File: src/hw/brc_defines.vh
// Purpose: constants for the regulator control block
// Assumes: 250 MHz core clock
// Notes: offsets are byte register indices on the serial port
`ifndef BRC_DEFINES_VH
`define BRC_DEFINES_VH
`define BRC_OFS_SET_LOW 8'h00
`define BRC_OFS_SET_HIGH 8'h01
`define BRC_OFS_CONTROL 8'h02
`define BRC_OFS_IDENT1 8'h03
`define BRC_OFS_IDENT2 8'h04
`define BRC_OFS_REG_STATE 8'h05
`define BRC_RST_SET 8'hc8
`define BRC_RST_CONTROL 8'h82
`define BRC_IDENT1_VAL 8'h5a
`define BRC_IDENT2_VAL 8'ha5
`define BRC_STATE_OK 8'h81
`define BRC_STATE_OFF 8'h00
`define BRC_CTL_DISCH 7
`define BRC_CTL_RESET 2
`define BRC_SW_EN_BIT 7
`define BRC_ADDR_MAIN 7'h60
`define BRC_ADDR_ALT 7'h61
`define BRC_MCODE_TOP 5'h01
`define BRC_CLIM_COUNT 5'd16
`define BRC_HICCUP_US 1700
`define BRC_CLK_MHZ 250
`define BRC_HICCUP_CYC (`BRC_HICCUP_US * `BRC_CLK_MHZ)
`define BRC_SLEW_BASE_NS 98
`define BRC_SS_STEP_CYC 16'd256
`define BRC_OVP_FILT 4'd15
`define BRC_VBASE_UV 600000
`define BRC_VSTEP_NV 6250
`endif

File: src/hw/brc_i2c_slave.v
// Purpose: serial slave port with byte register access
// Assumes: bus lines already synchronised to clk_i
// Notes: sda_oe_n_o low means pulling the line low
`timescale 1ns/1ns
module brc_i2c_slave (
  input wire clk_i, // core clock
  input wire rst_i, // sync reset
  input wire ce_i, // clock enable
  input wire alt_addr_i, // alternate address option
  input wire scl_i, // synced clock line
  input wire sda_i, // synced data line
  output reg sda_oe_n_o, // data pull enable, active low
  output reg [7:0] addr_o, // register offset
  output reg [7:0] wdata_o, // write data
  output reg wr_o, // write strobe
  input wire [7:0] rdata_i, // read data for addr_o
  output reg hs_o // high speed mode
);
`include "brc_defines.vh"
  localparam ST_IDLE = 3'd0, ST_DEV = 3'd1, ST_OFS = 3'd2, ST_WR = 3'd3, ST_RD = 3'd4, ST_MCODE = 3'd5;
  reg scl_d_r, sda_d_r;
  reg [2:0] st_r;
  reg [3:0] bit_r;
  reg [7:0] sh_r;
  reg ack_r, rdack_r;
  wire scl_rise = scl_i & ~scl_d_r;
  wire scl_fall = ~scl_i & scl_d_r;
  wire start_c = scl_i & scl_d_r & sda_d_r & ~sda_i;
  wire stop_c = scl_i & scl_d_r & ~sda_d_r & sda_i;
  wire [7:0] sh_in = {sh_r[6:0], sda_i}; // msb first
  wire [6:0] my_addr = alt_addr_i ? `BRC_ADDR_ALT : `BRC_ADDR_MAIN;
  always @(posedge clk_i) begin
    if (rst_i) begin
      scl_d_r <= 1'b1;
      sda_d_r <= 1'b1;
      st_r <= ST_IDLE;
      bit_r <= 4'h0;
      sh_r <= 8'h00;
      ack_r <= 1'b0;
      rdack_r <= 1'b0;
      sda_oe_n_o <= 1'b1;
      addr_o <= 8'h00;
      wdata_o <= 8'h00;
      wr_o <= 1'b0;
      hs_o <= 1'b0;
    end else if (ce_i) begin
      scl_d_r <= scl_i;
      sda_d_r <= sda_i;
      wr_o <= 1'b0;
      if (stop_c) begin
        st_r <= ST_IDLE;
        hs_o <= 1'b0;
        sda_oe_n_o <= 1'b1;
      end else if (start_c) begin
        st_r <= ST_DEV; // repeated start keeps hs mode
        bit_r <= 4'h0;
        ack_r <= 1'b0;
        sda_oe_n_o <= 1'b1;
      end else if (scl_rise && st_r != ST_IDLE) begin
        if (ack_r) begin
          ack_r <= 1'b0;
          if (st_r == ST_RD && sda_i)
            st_r <= ST_IDLE; // master nack ends read
        end else begin
          sh_r <= sh_in;
          bit_r <= bit_r + 4'h1;
          if (bit_r == 4'h7) begin
            bit_r <= 4'h0;
            ack_r <= 1'b1;
            rdack_r <= 1'b0;
            case (st_r)
              ST_DEV: begin
                if (sh_in[7:3] == `BRC_MCODE_TOP && !hs_o) begin
                  st_r <= ST_MCODE; // not acknowledged
                  ack_r <= 1'b0;
                  hs_o <= 1'b1; // set right after the master code byte, before the repeated start
                end else if (sh_in[7:1] == my_addr) begin
                  st_r <= sh_in[0] ? ST_RD : ST_OFS;
                  rdack_r <= 1'b1;
                end else begin
                  st_r <= ST_IDLE;
                  ack_r <= 1'b0;
                end
              end
              ST_OFS: begin
                addr_o <= sh_in;
                st_r <= ST_WR;
                rdack_r <= 1'b1;
              end
              ST_WR: begin
                wdata_o <= sh_in;
                wr_o <= 1'b1;
                rdack_r <= 1'b1;
              end
              ST_RD: begin
                addr_o <= addr_o + 8'h01; // auto increment
              end
              default: st_r <= ST_IDLE;
            endcase
          end
        end
      end else if (scl_fall) begin
        sda_oe_n_o <= 1'b1;
        if (ack_r && rdack_r)
          sda_oe_n_o <= 1'b0; // drive ack low
        else if (st_r == ST_RD && !ack_r)
          sda_oe_n_o <= rdata_i[3'd7 - bit_r[2:0]]; // drive only zeros of read data
        else if (st_r == ST_RD && ack_r)
          sda_oe_n_o <= 1'b1;
      end
    end
  end
endmodule

File: src/hw/brc_top.v
// Purpose: digital control of a programmable step-down regulator
// Assumes: analog indications arrive asynchronously; bus clock from master
// Notes: target voltage reported as microvolt code; switching control as levels
// =====================================================================
// Summary of operation
// - Enable pin low forces shutdown with all switching off.
// - Serial access and register contents survive while enable pin is low.
// - Power-on reset restores every register default.
// - Discharge bit plus disable state turns on output pull-down.
// - Enable rise with software enable starts a ramped soft start.
// - Synchronous rectification off during soft start.
// - Sixteen current-limit cycles: tri-state, wait 1700 us, restart soft start.
// - Both software enable bits reset to one.
// - Output on only if selected software enable bit set.
// - Target is 0.600 V plus code times 6.25 mV.
// - Select pin picks low or high setting register.
// - Rising slew rate 64 mV/us halving per code step.
// - Downward change stops switching until output reaches target.
// - Input lockout holds regulator off.
// - Filtered over-voltage indication stops switching.
// - Thermal indication disables switching until cleared.
// - Status register reads 81 when enabled and regulating.
// - Data line pulled low only, msb first.
// - Slave address C0, or C2 with alternate option.
// - Master code not acknowledged; high speed set right after the master code byte.
// - High speed ends only at stop.
// - Control reset bit restores defaults and reads zero.
// - Mode bits with select pin choose forced fixed frequency.
`timescale 1ns/1ns
module brc_top (
  input wire CORE_CLK_I, // core clock
  input wire RST_I, // power-on reset, sync high
  input wire CE_I, // clock enable
  input wire EN_PIN_I, // hardware enable
  input wire VOLTAGE_SELECT_PIN_I, // select pin
  input wire ALT_ADDR_I, // alternate address option
  input wire INPUT_LOW_LOCKOUT_I, // supply too low
  input wire INPUT_HIGH_GUARD_I, // supply too high
  input wire THERMAL_I, // thermal shutdown
  input wire CUR_LIMIT_I, // cycle ended in current limit
  input wire CYCLE_END_I, // switching cycle end
  input wire VOUT_AT_TARGET_I, // output reached target
  input wire SCL_I, // bus clock
  input wire SDA_I, // bus data in
  output reg SDA_OE_N_O, // bus data pull, active low
  output reg SWITCH_EN_O, // switching allowed
  output reg SYNC_RECT_EN_O, // synchronous rectification
  output reg TRISTATE_O, // output stage tri-state
  output reg DISCHARGE_O, // output pull-down load
  output reg FORCED_FIXED_FREQUENCY_O, // forced fixed frequency
  output reg [20:0] TARGET_UV_O, // reference in microvolts
  output reg HIGH_SPEED_BUS_MODE_O // bus in high speed
);
`include "brc_defines.vh"
  localparam PS_OFF = 3'd0, PS_SOFT = 3'd1, PS_RUN = 3'd2, PS_DOWN = 3'd3, PS_HICCUP = 3'd4;
  localparam [31:0] HICCUP_CYC = `BRC_HICCUP_CYC;

  // full code range reaches 1.39375 V, so 21 bits of microvolts
  function [20:0] code_to_uv;
    input [6:0] code;
    begin
      code_to_uv = 21'd600000 + ({14'd0, code} * 21'd6250);
    end
  endfunction

  // =====================================================================
  // input synchronisers
  reg [11:0] s1_r, s2_r;
  always @(posedge CORE_CLK_I) begin
    if (RST_I) begin
      s1_r <= 12'h000;
      s2_r <= 12'h000;
    end else if (CE_I) begin
      s1_r <= {SCL_I, SDA_I, EN_PIN_I, VOLTAGE_SELECT_PIN_I, ALT_ADDR_I, INPUT_LOW_LOCKOUT_I,
               INPUT_HIGH_GUARD_I, THERMAL_I, CUR_LIMIT_I, CYCLE_END_I, VOUT_AT_TARGET_I, 1'b0};
      s2_r <= s1_r;
    end
  end
  wire scl_s = s2_r[11];
  wire sda_s = s2_r[10];
  wire en_s = s2_r[9];
  wire voltage_select_pin_s = s2_r[8];
  wire alt_s = s2_r[7];
  wire input_low_lockout_s = s2_r[6];
  wire ovp_s = s2_r[5];
  wire therm_s = s2_r[4];
  wire clim_s = s2_r[3];
  wire cyc_s = s2_r[2];
  wire at_tgt_s = s2_r[1];

  // =====================================================================
  // serial port
  wire [7:0] bus_addr, bus_wdata;
  wire bus_wr, bus_hs, bus_sda_oe_n;
  reg [7:0] rdata;
  brc_i2c_slave u_slave (
    .clk_i(CORE_CLK_I),
    .rst_i(RST_I),
    .ce_i(CE_I),
    .alt_addr_i(alt_s),
    .scl_i(scl_s),
    .sda_i(sda_s),
    .sda_oe_n_o(bus_sda_oe_n),
    .addr_o(bus_addr),
    .wdata_o(bus_wdata),
    .wr_o(bus_wr),
    .rdata_i(rdata),
    .hs_o(bus_hs)
  );

  // =====================================================================
  // registers; not cleared by the enable pin so content survives shutdown
  reg [7:0] setting_reg_low_r, setting_reg_high_r, control_r;
  reg [2:0] ps_r;
  wire soft_reset = bus_wr && bus_addr == `BRC_OFS_CONTROL && bus_wdata[`BRC_CTL_RESET];
  always @(posedge CORE_CLK_I) begin
    if (RST_I || (CE_I && soft_reset)) begin
      setting_reg_low_r <= `BRC_RST_SET; // both enables one
      setting_reg_high_r <= `BRC_RST_SET;
      control_r <= `BRC_RST_CONTROL;
    end else if (CE_I && bus_wr) begin
      case (bus_addr)
        `BRC_OFS_SET_LOW: setting_reg_low_r <= bus_wdata;
        `BRC_OFS_SET_HIGH: setting_reg_high_r <= bus_wdata;
        `BRC_OFS_CONTROL: control_r <= bus_wdata & 8'hf3; // reserved and reset read zero
        default: ;
      endcase
    end
  end

  wire sw_enable_low_sel = setting_reg_low_r[`BRC_SW_EN_BIT];
  wire sw_enable_high_sel = setting_reg_high_r[`BRC_SW_EN_BIT];
  wire sw_enable_bit = voltage_select_pin_s ? sw_enable_high_sel : sw_enable_low_sel;
  wire [6:0] output_code = voltage_select_pin_s ? setting_reg_high_r[6:0] : setting_reg_low_r[6:0];
  wire [2:0] slew_code = control_r[6:4];

  always @* begin
    case (bus_addr)
      `BRC_OFS_SET_LOW: rdata = setting_reg_low_r;
      `BRC_OFS_SET_HIGH: rdata = setting_reg_high_r;
      `BRC_OFS_CONTROL: rdata = control_r;
      `BRC_OFS_IDENT1: rdata = `BRC_IDENT1_VAL; // arbitrary value
      `BRC_OFS_IDENT2: rdata = `BRC_IDENT2_VAL; // arbitrary value
      `BRC_OFS_REG_STATE: rdata = (ps_r == PS_RUN) ? `BRC_STATE_OK : `BRC_STATE_OFF;
      default: rdata = 8'h00;
    endcase
  end

  // =====================================================================
  // fault gating
  reg [3:0] ovp_cnt_r;
  reg ovp_flt_r;
  always @(posedge CORE_CLK_I) begin
    if (RST_I) begin
      ovp_cnt_r <= 4'h0;
      ovp_flt_r <= 1'b0;
    end else if (CE_I) begin
      // short spikes never reach the full count
      if (ovp_s != ovp_flt_r)
        ovp_cnt_r <= ovp_cnt_r + 4'h1;
      else
        ovp_cnt_r <= 4'h0;
      if (ovp_s != ovp_flt_r && ovp_cnt_r == `BRC_OVP_FILT)
        ovp_flt_r <= ovp_s;
    end
  end
  wire active = en_s && sw_enable_bit;
  wire fault = input_low_lockout_s || ovp_flt_r || therm_s;

  // =====================================================================
  // power sequencing
  reg en_d_r, cyc_d_r;
  reg [4:0] clim_cnt_r;
  reg [31:0] wait_r;
  reg [20:0] ref_r;
  reg [15:0] step_r;
  wire [20:0] target = code_to_uv(output_code);
  wire [15:0] step_cyc = 16'd25 << slew_code; // 6.25 mV step at 64 mV/us is ~24.4 cycles
  wire cyc_rise = cyc_s & ~cyc_d_r;
  always @(posedge CORE_CLK_I) begin
    if (RST_I) begin
      ps_r <= PS_OFF;
      en_d_r <= 1'b0;
      cyc_d_r <= 1'b0;
      clim_cnt_r <= 5'd0;
      wait_r <= 32'd0;
      ref_r <= 21'd0;
      step_r <= 16'd0;
    end else if (CE_I) begin
      en_d_r <= en_s;
      cyc_d_r <= cyc_s;
      if (cyc_rise)
        clim_cnt_r <= clim_s ? clim_cnt_r + 5'd1 : 5'd0;
      step_r <= (step_r == 16'd0) ? 16'd0 : step_r - 16'd1;
      if (!active || fault) begin
        ps_r <= PS_OFF;
        ref_r <= 21'd0;
        clim_cnt_r <= 5'd0;
      end else begin
        case (ps_r)
          PS_OFF: if ((en_s && !en_d_r) || en_d_r) begin
            ps_r <= PS_SOFT;
            ref_r <= 21'd0;
          end
          PS_SOFT: begin
            if (step_r == 16'd0) begin
              step_r <= `BRC_SS_STEP_CYC;
              ref_r <= (ref_r + 21'd6250 >= target) ? target : ref_r + 21'd6250; // gradual
            end
            if (ref_r == target)
              ps_r <= PS_RUN;
          end
          PS_RUN: begin
            if (target < ref_r) begin
              ps_r <= PS_DOWN;
              ref_r <= target;
            end else if (target > ref_r && step_r == 16'd0) begin
              step_r <= step_cyc;
              ref_r <= (ref_r + 21'd6250 >= target) ? target : ref_r + 21'd6250;
            end
          end
          PS_DOWN: begin
            if (at_tgt_s)
              ps_r <= PS_RUN;
            ref_r <= target;
          end
          PS_HICCUP: begin
            if (wait_r == 32'd0) begin
              ps_r <= PS_SOFT;
              ref_r <= 21'd0;
            end else
              wait_r <= wait_r - 32'd1;
          end
          default: ps_r <= PS_OFF;
        endcase
        if (clim_cnt_r == `BRC_CLIM_COUNT && ps_r != PS_HICCUP) begin
          ps_r <= PS_HICCUP;
          wait_r <= HICCUP_CYC;
          clim_cnt_r <= 5'd0;
        end
      end
    end
  end

  // =====================================================================
  // registered outputs
  always @(posedge CORE_CLK_I) begin
    if (RST_I) begin
      SDA_OE_N_O <= 1'b1;
      SWITCH_EN_O <= 1'b0;
      SYNC_RECT_EN_O <= 1'b0;
      TRISTATE_O <= 1'b1;
      DISCHARGE_O <= 1'b0;
      FORCED_FIXED_FREQUENCY_O <= 1'b0;
      TARGET_UV_O <= 21'd0;
      HIGH_SPEED_BUS_MODE_O <= 1'b0;
    end else if (CE_I) begin
      SDA_OE_N_O <= bus_sda_oe_n;
      // gated by the live enable so these drop in the same cycle as the discharge load rises
      SWITCH_EN_O <= (ps_r == PS_SOFT || ps_r == PS_RUN) && active && !fault;
      SYNC_RECT_EN_O <= (ps_r == PS_RUN) && active && !fault;
      TRISTATE_O <= (ps_r == PS_OFF || ps_r == PS_HICCUP);
      DISCHARGE_O <= control_r[`BRC_CTL_DISCH] && !active;
      FORCED_FIXED_FREQUENCY_O <= voltage_select_pin_s ? control_r[1] : control_r[0];
      TARGET_UV_O <= ref_r;
      HIGH_SPEED_BUS_MODE_O <= bus_hs;
    end
  end
endmodule

File: config.mk
export PLATFORM = sky130hd
export DESIGN_NAME = brc_top
export DESIGN_NICKNAME = d
export VERILOG_FILES = /design/src/hw/brc_i2c_slave.v /design/src/hw/brc_top.v
export VERILOG_INCLUDE_DIRS = /design/src /design/src/hw
export SDC_FILE = /design/constraint.sdc
export NUM_CORES = 1
export LEC_CHECK = 0
export BUFFER_PORTS_ARGS = -buffer_cell sky130_fd_sc_hd__buf_4
export CORE_ASPECT_RATIO = 0.5
export CORE_MARGIN = 2
export CORE_UTILIZATION = 40
export CTS_CLUSTER_DIAMETER = 50
export CTS_CLUSTER_SIZE = 30
export DETAILED_ROUTE_END_ITERATION = 12
export PLACE_DENSITY = 0.62
export SLEW_MARGIN = 25
export SYNTH_ARGS = -nofsm -noshare
export SYNTH_HDL_FRONTEND = slang
export SYNTH_HIERARCHICAL = 1
export SYNTH_SLANG_ARGS = --single-unit
File: constraint.sdc
create_clock -name CORE_CLK_I -period 10.1 [get_ports CORE_CLK_I]
set_input_delay 2.02 -clock CORE_CLK_I [delete_from_list [all_inputs] [get_ports CORE_CLK_I]]
set_output_delay 2.02 -clock CORE_CLK_I [all_outputs]
set_load 0.01 [all_outputs]
# After elaboration in Yosys (flattened, before gate mapping)
# Index checks and enable logic that the tools add are counted.
# totals
regBits,193
input_bits,14
output_inout_bits,28
word_cells,250
# classes
addsub,9
multipliers,1
n_lt_le_gt_ge,4
n_eq_ne,37
shift,1
mux,80
n_bitwise,17
reduce_logical,67
# ops
op,count
21-bit 2-to-1 mux,7
21-bit case mux with 5 select lines,1
32-bit 2-to-1 mux,3
16-bit 2-to-1 mux,5
3-bit 2-to-1 mux,16
8-bit case mux with 6 select lines,1
32-bit logical NOT,1
16-bit case mux with 2 select lines,1
32-bit by 1-bit subtractor with 32-bit output (second input constant),1
1-bit 2-to-1 mux,30
4-bit != test (second input constant),7
20-bit by 20-bit adder with 21-bit output (first input constant),1
21-bit by 13-bit adder with 21-bit output (second input constant),1
21-bit == test,1
21-bit >= comparator,1
21-bit greater-than comparator,1
21-bit < comparator,1
7-bit AND reduction,3
4-bit 2-to-1 mux,5
5-bit 2-to-1 mux,4
1-bit logical AND,19
7-bit by 12-bit multiplier with 19-bit output (second input constant),1
6-bit AND reduction,3
8-bit by 2-bit == test with 1-bit output (second input constant),2
other kinds (46),100

# Longest topological paths before layout
# logic_depth
ltp_word,11
depth_mapped,32

# Cells and area by module
# Netlist, hierarchy kept.
# by_module_without_submodules
mod,instances,cells_per_inst,area_each_um2,seq_area_each_um2
brc_top,1,1241,10368.7,3103.0
brc_i2c_slave,1,259,2288.4,740.7

# Worst setup path after synthesis
# Ideal clock, no wire load.
# synth_path
kind,register -> register
startpoint,reg s2_r[8]
endpoint,reg ref_r[16]
setup_time_ps,79
arrival_time_ps,6939
required_ps,10021
slack_ps,3082
stages_incl_launch_ff,31
n_path_buf,3
period_less_slack_ps,7018
path_cell_list,dfxtp_1 > buf_2 > mux2_2 > ha_1 > ha_1 > ha_1 > inv_1 > fa_1 > inv_1 > ha_1 > a31oi_2 > xor2_1 > o211ai_1 > or3_1 > a31oi_1 > nor2_1 > xor2_1 > inv_1 > ha_1 > o21ai_0 > o21ba_2 > mux2_4 > a2bb2o_4 > a211oi_2 > a311oi_2 > a221oi_2 > o221a_4 > or4_4 > buf_6 > buf_6 > o211ai_1
# synth_between
elab_chain_len,9
elab_cells_between_ends,23
cone_classes,1 x add/sub; 1 x mul; 3 x order compare; 4 x eq/ne; 8 x mux; 6 x reduce/logical
# synth_rtl
element,line,source
start: declaration,brc_top.v:68,"reg [11:0] s1_r, s2_r;"
start signal: assignment,brc_top.v:76,s2_r <= s1_r;
7-bit 2-to-1 mux,brc_top.v:134,wire [6:0] output_code = voltage_select_pin_s ? setting_reg_high_r[6:0] : setting_reg_low_r[6:0];
7-bit by 12-bit multiplier with 19-bit output,brc_top.v:62,"code_to_uv = 21'd600000 + ({14'd0, code} * 21'd6250);"
20-bit by 20-bit adder with 21-bit output,brc_top.v:62,
21-bit >= comparator,"brc_top.v:208, brc_top.v:219",
21-bit 2-to-1 mux,"brc_top.v:208, brc_top.v:219",
21-bit 2-to-1 mux,brc_top.v:217,end else if (target > ref_r && step_r == 16'd0) begin
21-bit 2-to-1 mux,brc_top.v:214,if (target < ref_r) begin
21-bit case mux with 5 select lines,brc_top.v:200,case (ps_r)
21-bit 2-to-1 mux,brc_top.v:195,if (!active || fault) begin
end signal: assignment,brc_top.v:208,ref_r <= (ref_r + 21'd6250 >= target) ? target : ref_r + 21'd6250;
end signal: assignment,brc_top.v:216,ref_r <= target;
end signal: assignment,brc_top.v:219,ref_r <= (ref_r + 21'd6250 >= target) ? target : ref_r + 21'd6250;
end: declaration,brc_top.v:175,reg [20:0] ref_r;
# Parallel ways exist; a longest one is shown, timed or not. The select of a mux whose other input is x is not followed.
# A chain may end at the register's enable or synchronous reset.

# Worst setup path after layout
# layout_path
startpoint,reg s2_r[8]
endpoint,reg ref_r[6]
# Same word-level chain as after synthesis.

==> out/results.txt <==
outcome: finished, final reports clean
Power Density: 119 mW/mm2
Root Driver: clkbuf_16
proportion of layout cells with a drive suffix above 1: 0.0989
Yosys top cell area share: 0.304
dpl hpwl: 24.1 mm
die width: 256 um
FP Rows: 45
Post-CTS Hold Fix Bufs: 0
DRT Wirelength: 32.4 mm
nets: 1611
I/O pin cnt: 42
Worst slew margin: 0.279
via count: 10800
Primary FF master, synth: dfxtp_1
Post-synth EDFFs: 0
# Max-Cap Violations: 0
CP peak stage delay: 0.79 ns
RSZ-0062 raised after global routing: false
total CTS buffers: 17
DRC Markers: 0
Tot Pwr: 1.64 mW
Critical-path top delay cell: nor3_2
Hold Crit Depth: 2
Starting Density: 0.412
Synth Warn #: 6
leading area contributor after synthesis: dfxtp_1
core area: 0.0307 mm2
critical path's most frequent cell: ha_1
final worst path period share: 0.815
Post-CTS Resized: 0
final critical path time including I/O delays and setup: 8.23 ns
Final Skew: 0.0163 ns
crit path max fanout: 11
H-tree depth: 4
Final Setup Violations: 0
post-synthesis sequential area ratio: 0.304
synth unique cells: 116
Detailed Route Iter0 Violations: 864
Pre-Repair DR Iteration Count: 7
largest net degree at the start of global routing: 66
Worst setup SP type: register
Crit Path Class: register to register
Reg clk slew, reported paths: 0.08 ns
Buffers on Ports: 41
Die Span Y: 130 um
Placer Congestion: 0.910
cell count after synthesis: 1500
post-synth design cell area: 0.0127 mm2
Worst Max-Slew Pin Slew: 1.08 ns
min-delay worst type: register to register
Routed WL per cell: 16.8 um
vias per cell: 5.58
total gr overflow: 0
die footprint: 0.0332 mm2
CTS Buffer Depth: 2
Peak Freq: 0.122 GHz
WP data arrival: 8.61 ns
Final Hold Fails: 0
Worst Path Required: 10.49 ns
first-pass GRT wire length: 52.8 mm
Post-DRT Antenna Nets: 0
crit path capture type: register
Yosys reg bits: 192
leakage: 5.51 nW
Final Max Slew Viols: 0
Antenna Cells: 0
postcts setup bufs: 0
FF-to-FF path depth: 29
# clock sinks: 192
initial antenna violation count: 0
Synth async-reset ratio: 0
Max rail drop VDD: 112 uV
CTS tree: yes
area delta synth->final: 8.55%
top post-synthesis cells by area: dfxtp_1 (30%), ha_1 (9.6%), mux2i_1 (5.5%)
total global-route track usage: 0.198
setup tns final: 0 ns
syn_area_per_cell: 8.44 um2
syn nets: 1617
clk_lat worst skew: 0.46 ns
vias in the first global route: 10200
==> layout make-up <==
cell class,instances,area (um2)
Sequential cell,192,3840
Clock inverter,13,168
Multi-Input combinational cell,1163,8140
Clock buffer,18,439
Timing Repair Buffer,45,338
Fill cell,3051,17000
Tap cell,423,529
Inverter,75,282
==> metal layers <==
metal | GRT usage | routed length (um)
met4 | 0.0743 | 792
met5 | 0 | 0
met1 | 0.258 | 15400
met3 | 0.0410 | 1600
met2 | 0.326 | 14600
==> synth_stat cells (all sizes together) (46+ instances only) <==
cell type,instances
inv,74
xnor2,52
mux2i,70
dfxtp,192
clkbuf,46
a21oi,85
nand3,57
nor2,170
nand2,155
ha,97
nor3,52
o21ai,68
==> cells in the final DEF (no fill, tap or decap), types with 8 or more instances in the layout <==
cell type,count
a21o_1,12
a21oi_1,84
a22oi_1,13
a31oi_1,14
and2_1,15
buf_4,45
clkbuf_16,17
dfxtp_1,192
ha_1,97
inv_1,74
mux2i_1,70
nand2_1,154
nand2b_1,13
nand3_1,56
nand4_1,16
nor2_1,168
nor2b_1,12
nor3_1,44
nor3b_1,8
nor4_1,17
o21a_1,9
o21ai_0,61
o221ai_1,8
o31ai_1,9
or3_1,17
xnor2_1,50
xor2_1,27
==> path summary, 6_finish.rpt <==
kind	start	to	slack, ns
max	s2_r[8]$_SDFFE_PP0P_	ref_r[6]$_SDFFE_PP0P_	1.87
min	wait_r[16]$_SDFFE_PP0P_	wait_r[16]$_SDFFE_PP0P_	0.47
max reg2reg	s2_r[8]$_SDFFE_PP0P_	ref_r[6]$_SDFFE_PP0P_	1.87
min reg2reg	wait_r[16]$_SDFFE_PP0P_	wait_r[16]$_SDFFE_PP0P_	0.47
==> critical path, delay by kind of cell, from the launching register on <==
kind / cells / cell delay [ns]
simple gates: 3 / 1.33
fa+ha+maj: 6 / 2.08
flops: 1 / 0.62
xor+xnor: 2 / 0.51
mux: 2 / 0.54
compound gates: 12 / 2.71
buf+inv: 4 / 0.34
==> metrics by stage <==
| stage | setup slack [ns] | cell area [um2] | utilization | hold slack [ns] | cells |
|---|---|---|---|---|---|
| after CTS | 1.91 | 13700 | 0.447 | 0.473 | 1929 |
| final | 1.87 | 13700 | 0.447 | 0.470 | 1929 |
| after global placement | 2.19 | 13100 | 0.427 | 0.439 | 1898 |
| after global routing | 1.33 | 13700 | 0.447 | 0.490 | 1929 |
| after floorplan | 3.08 | 12700 | - | 0.431 | 1500 |
| after detailed placement | 1.89 | 13100 | 0.427 | 0.462 | 1898 |
==> cell families (layout without fill, tap and decap cells) <==
kind of cell / after synthesis / in the layout / synth area share
buffers and inverters: 145 / 151 / 0.0541
muxes: 80 / 80 / 0.0663
AOI/OAI and AO/OA: 311 / 311 / 0.173
xor gates and xnor gates: 86 / 86 / 0.0683
adders and majority gates: 103 / 103 / 0.105
DFF: 192 / 192 / 0.304
and+or+nand+nor: 583 / 583 / 0.229
==> flip-flops by register name, indices dropped and copies added, names as in the netlist, 8 cells and up <==
name,count
s2_r,11
u_slave/wdata_o,8
step_r,16
ref_r,21
s1_r,11
TARGET_UV_O,21
wait_r,32
u_slave/addr_o,8
setting_reg_low_r,8
setting_reg_high_r,8
==> where the power goes <==
group          internal, mW  total, mW  switching (mW)
clock                 0.380      0.711           0.330
sequential            0.774      0.792          0.0180
combinational        0.0541      0.136          0.0816
total                  1.21       1.64           0.430
(Power assumes the default switching activity.)
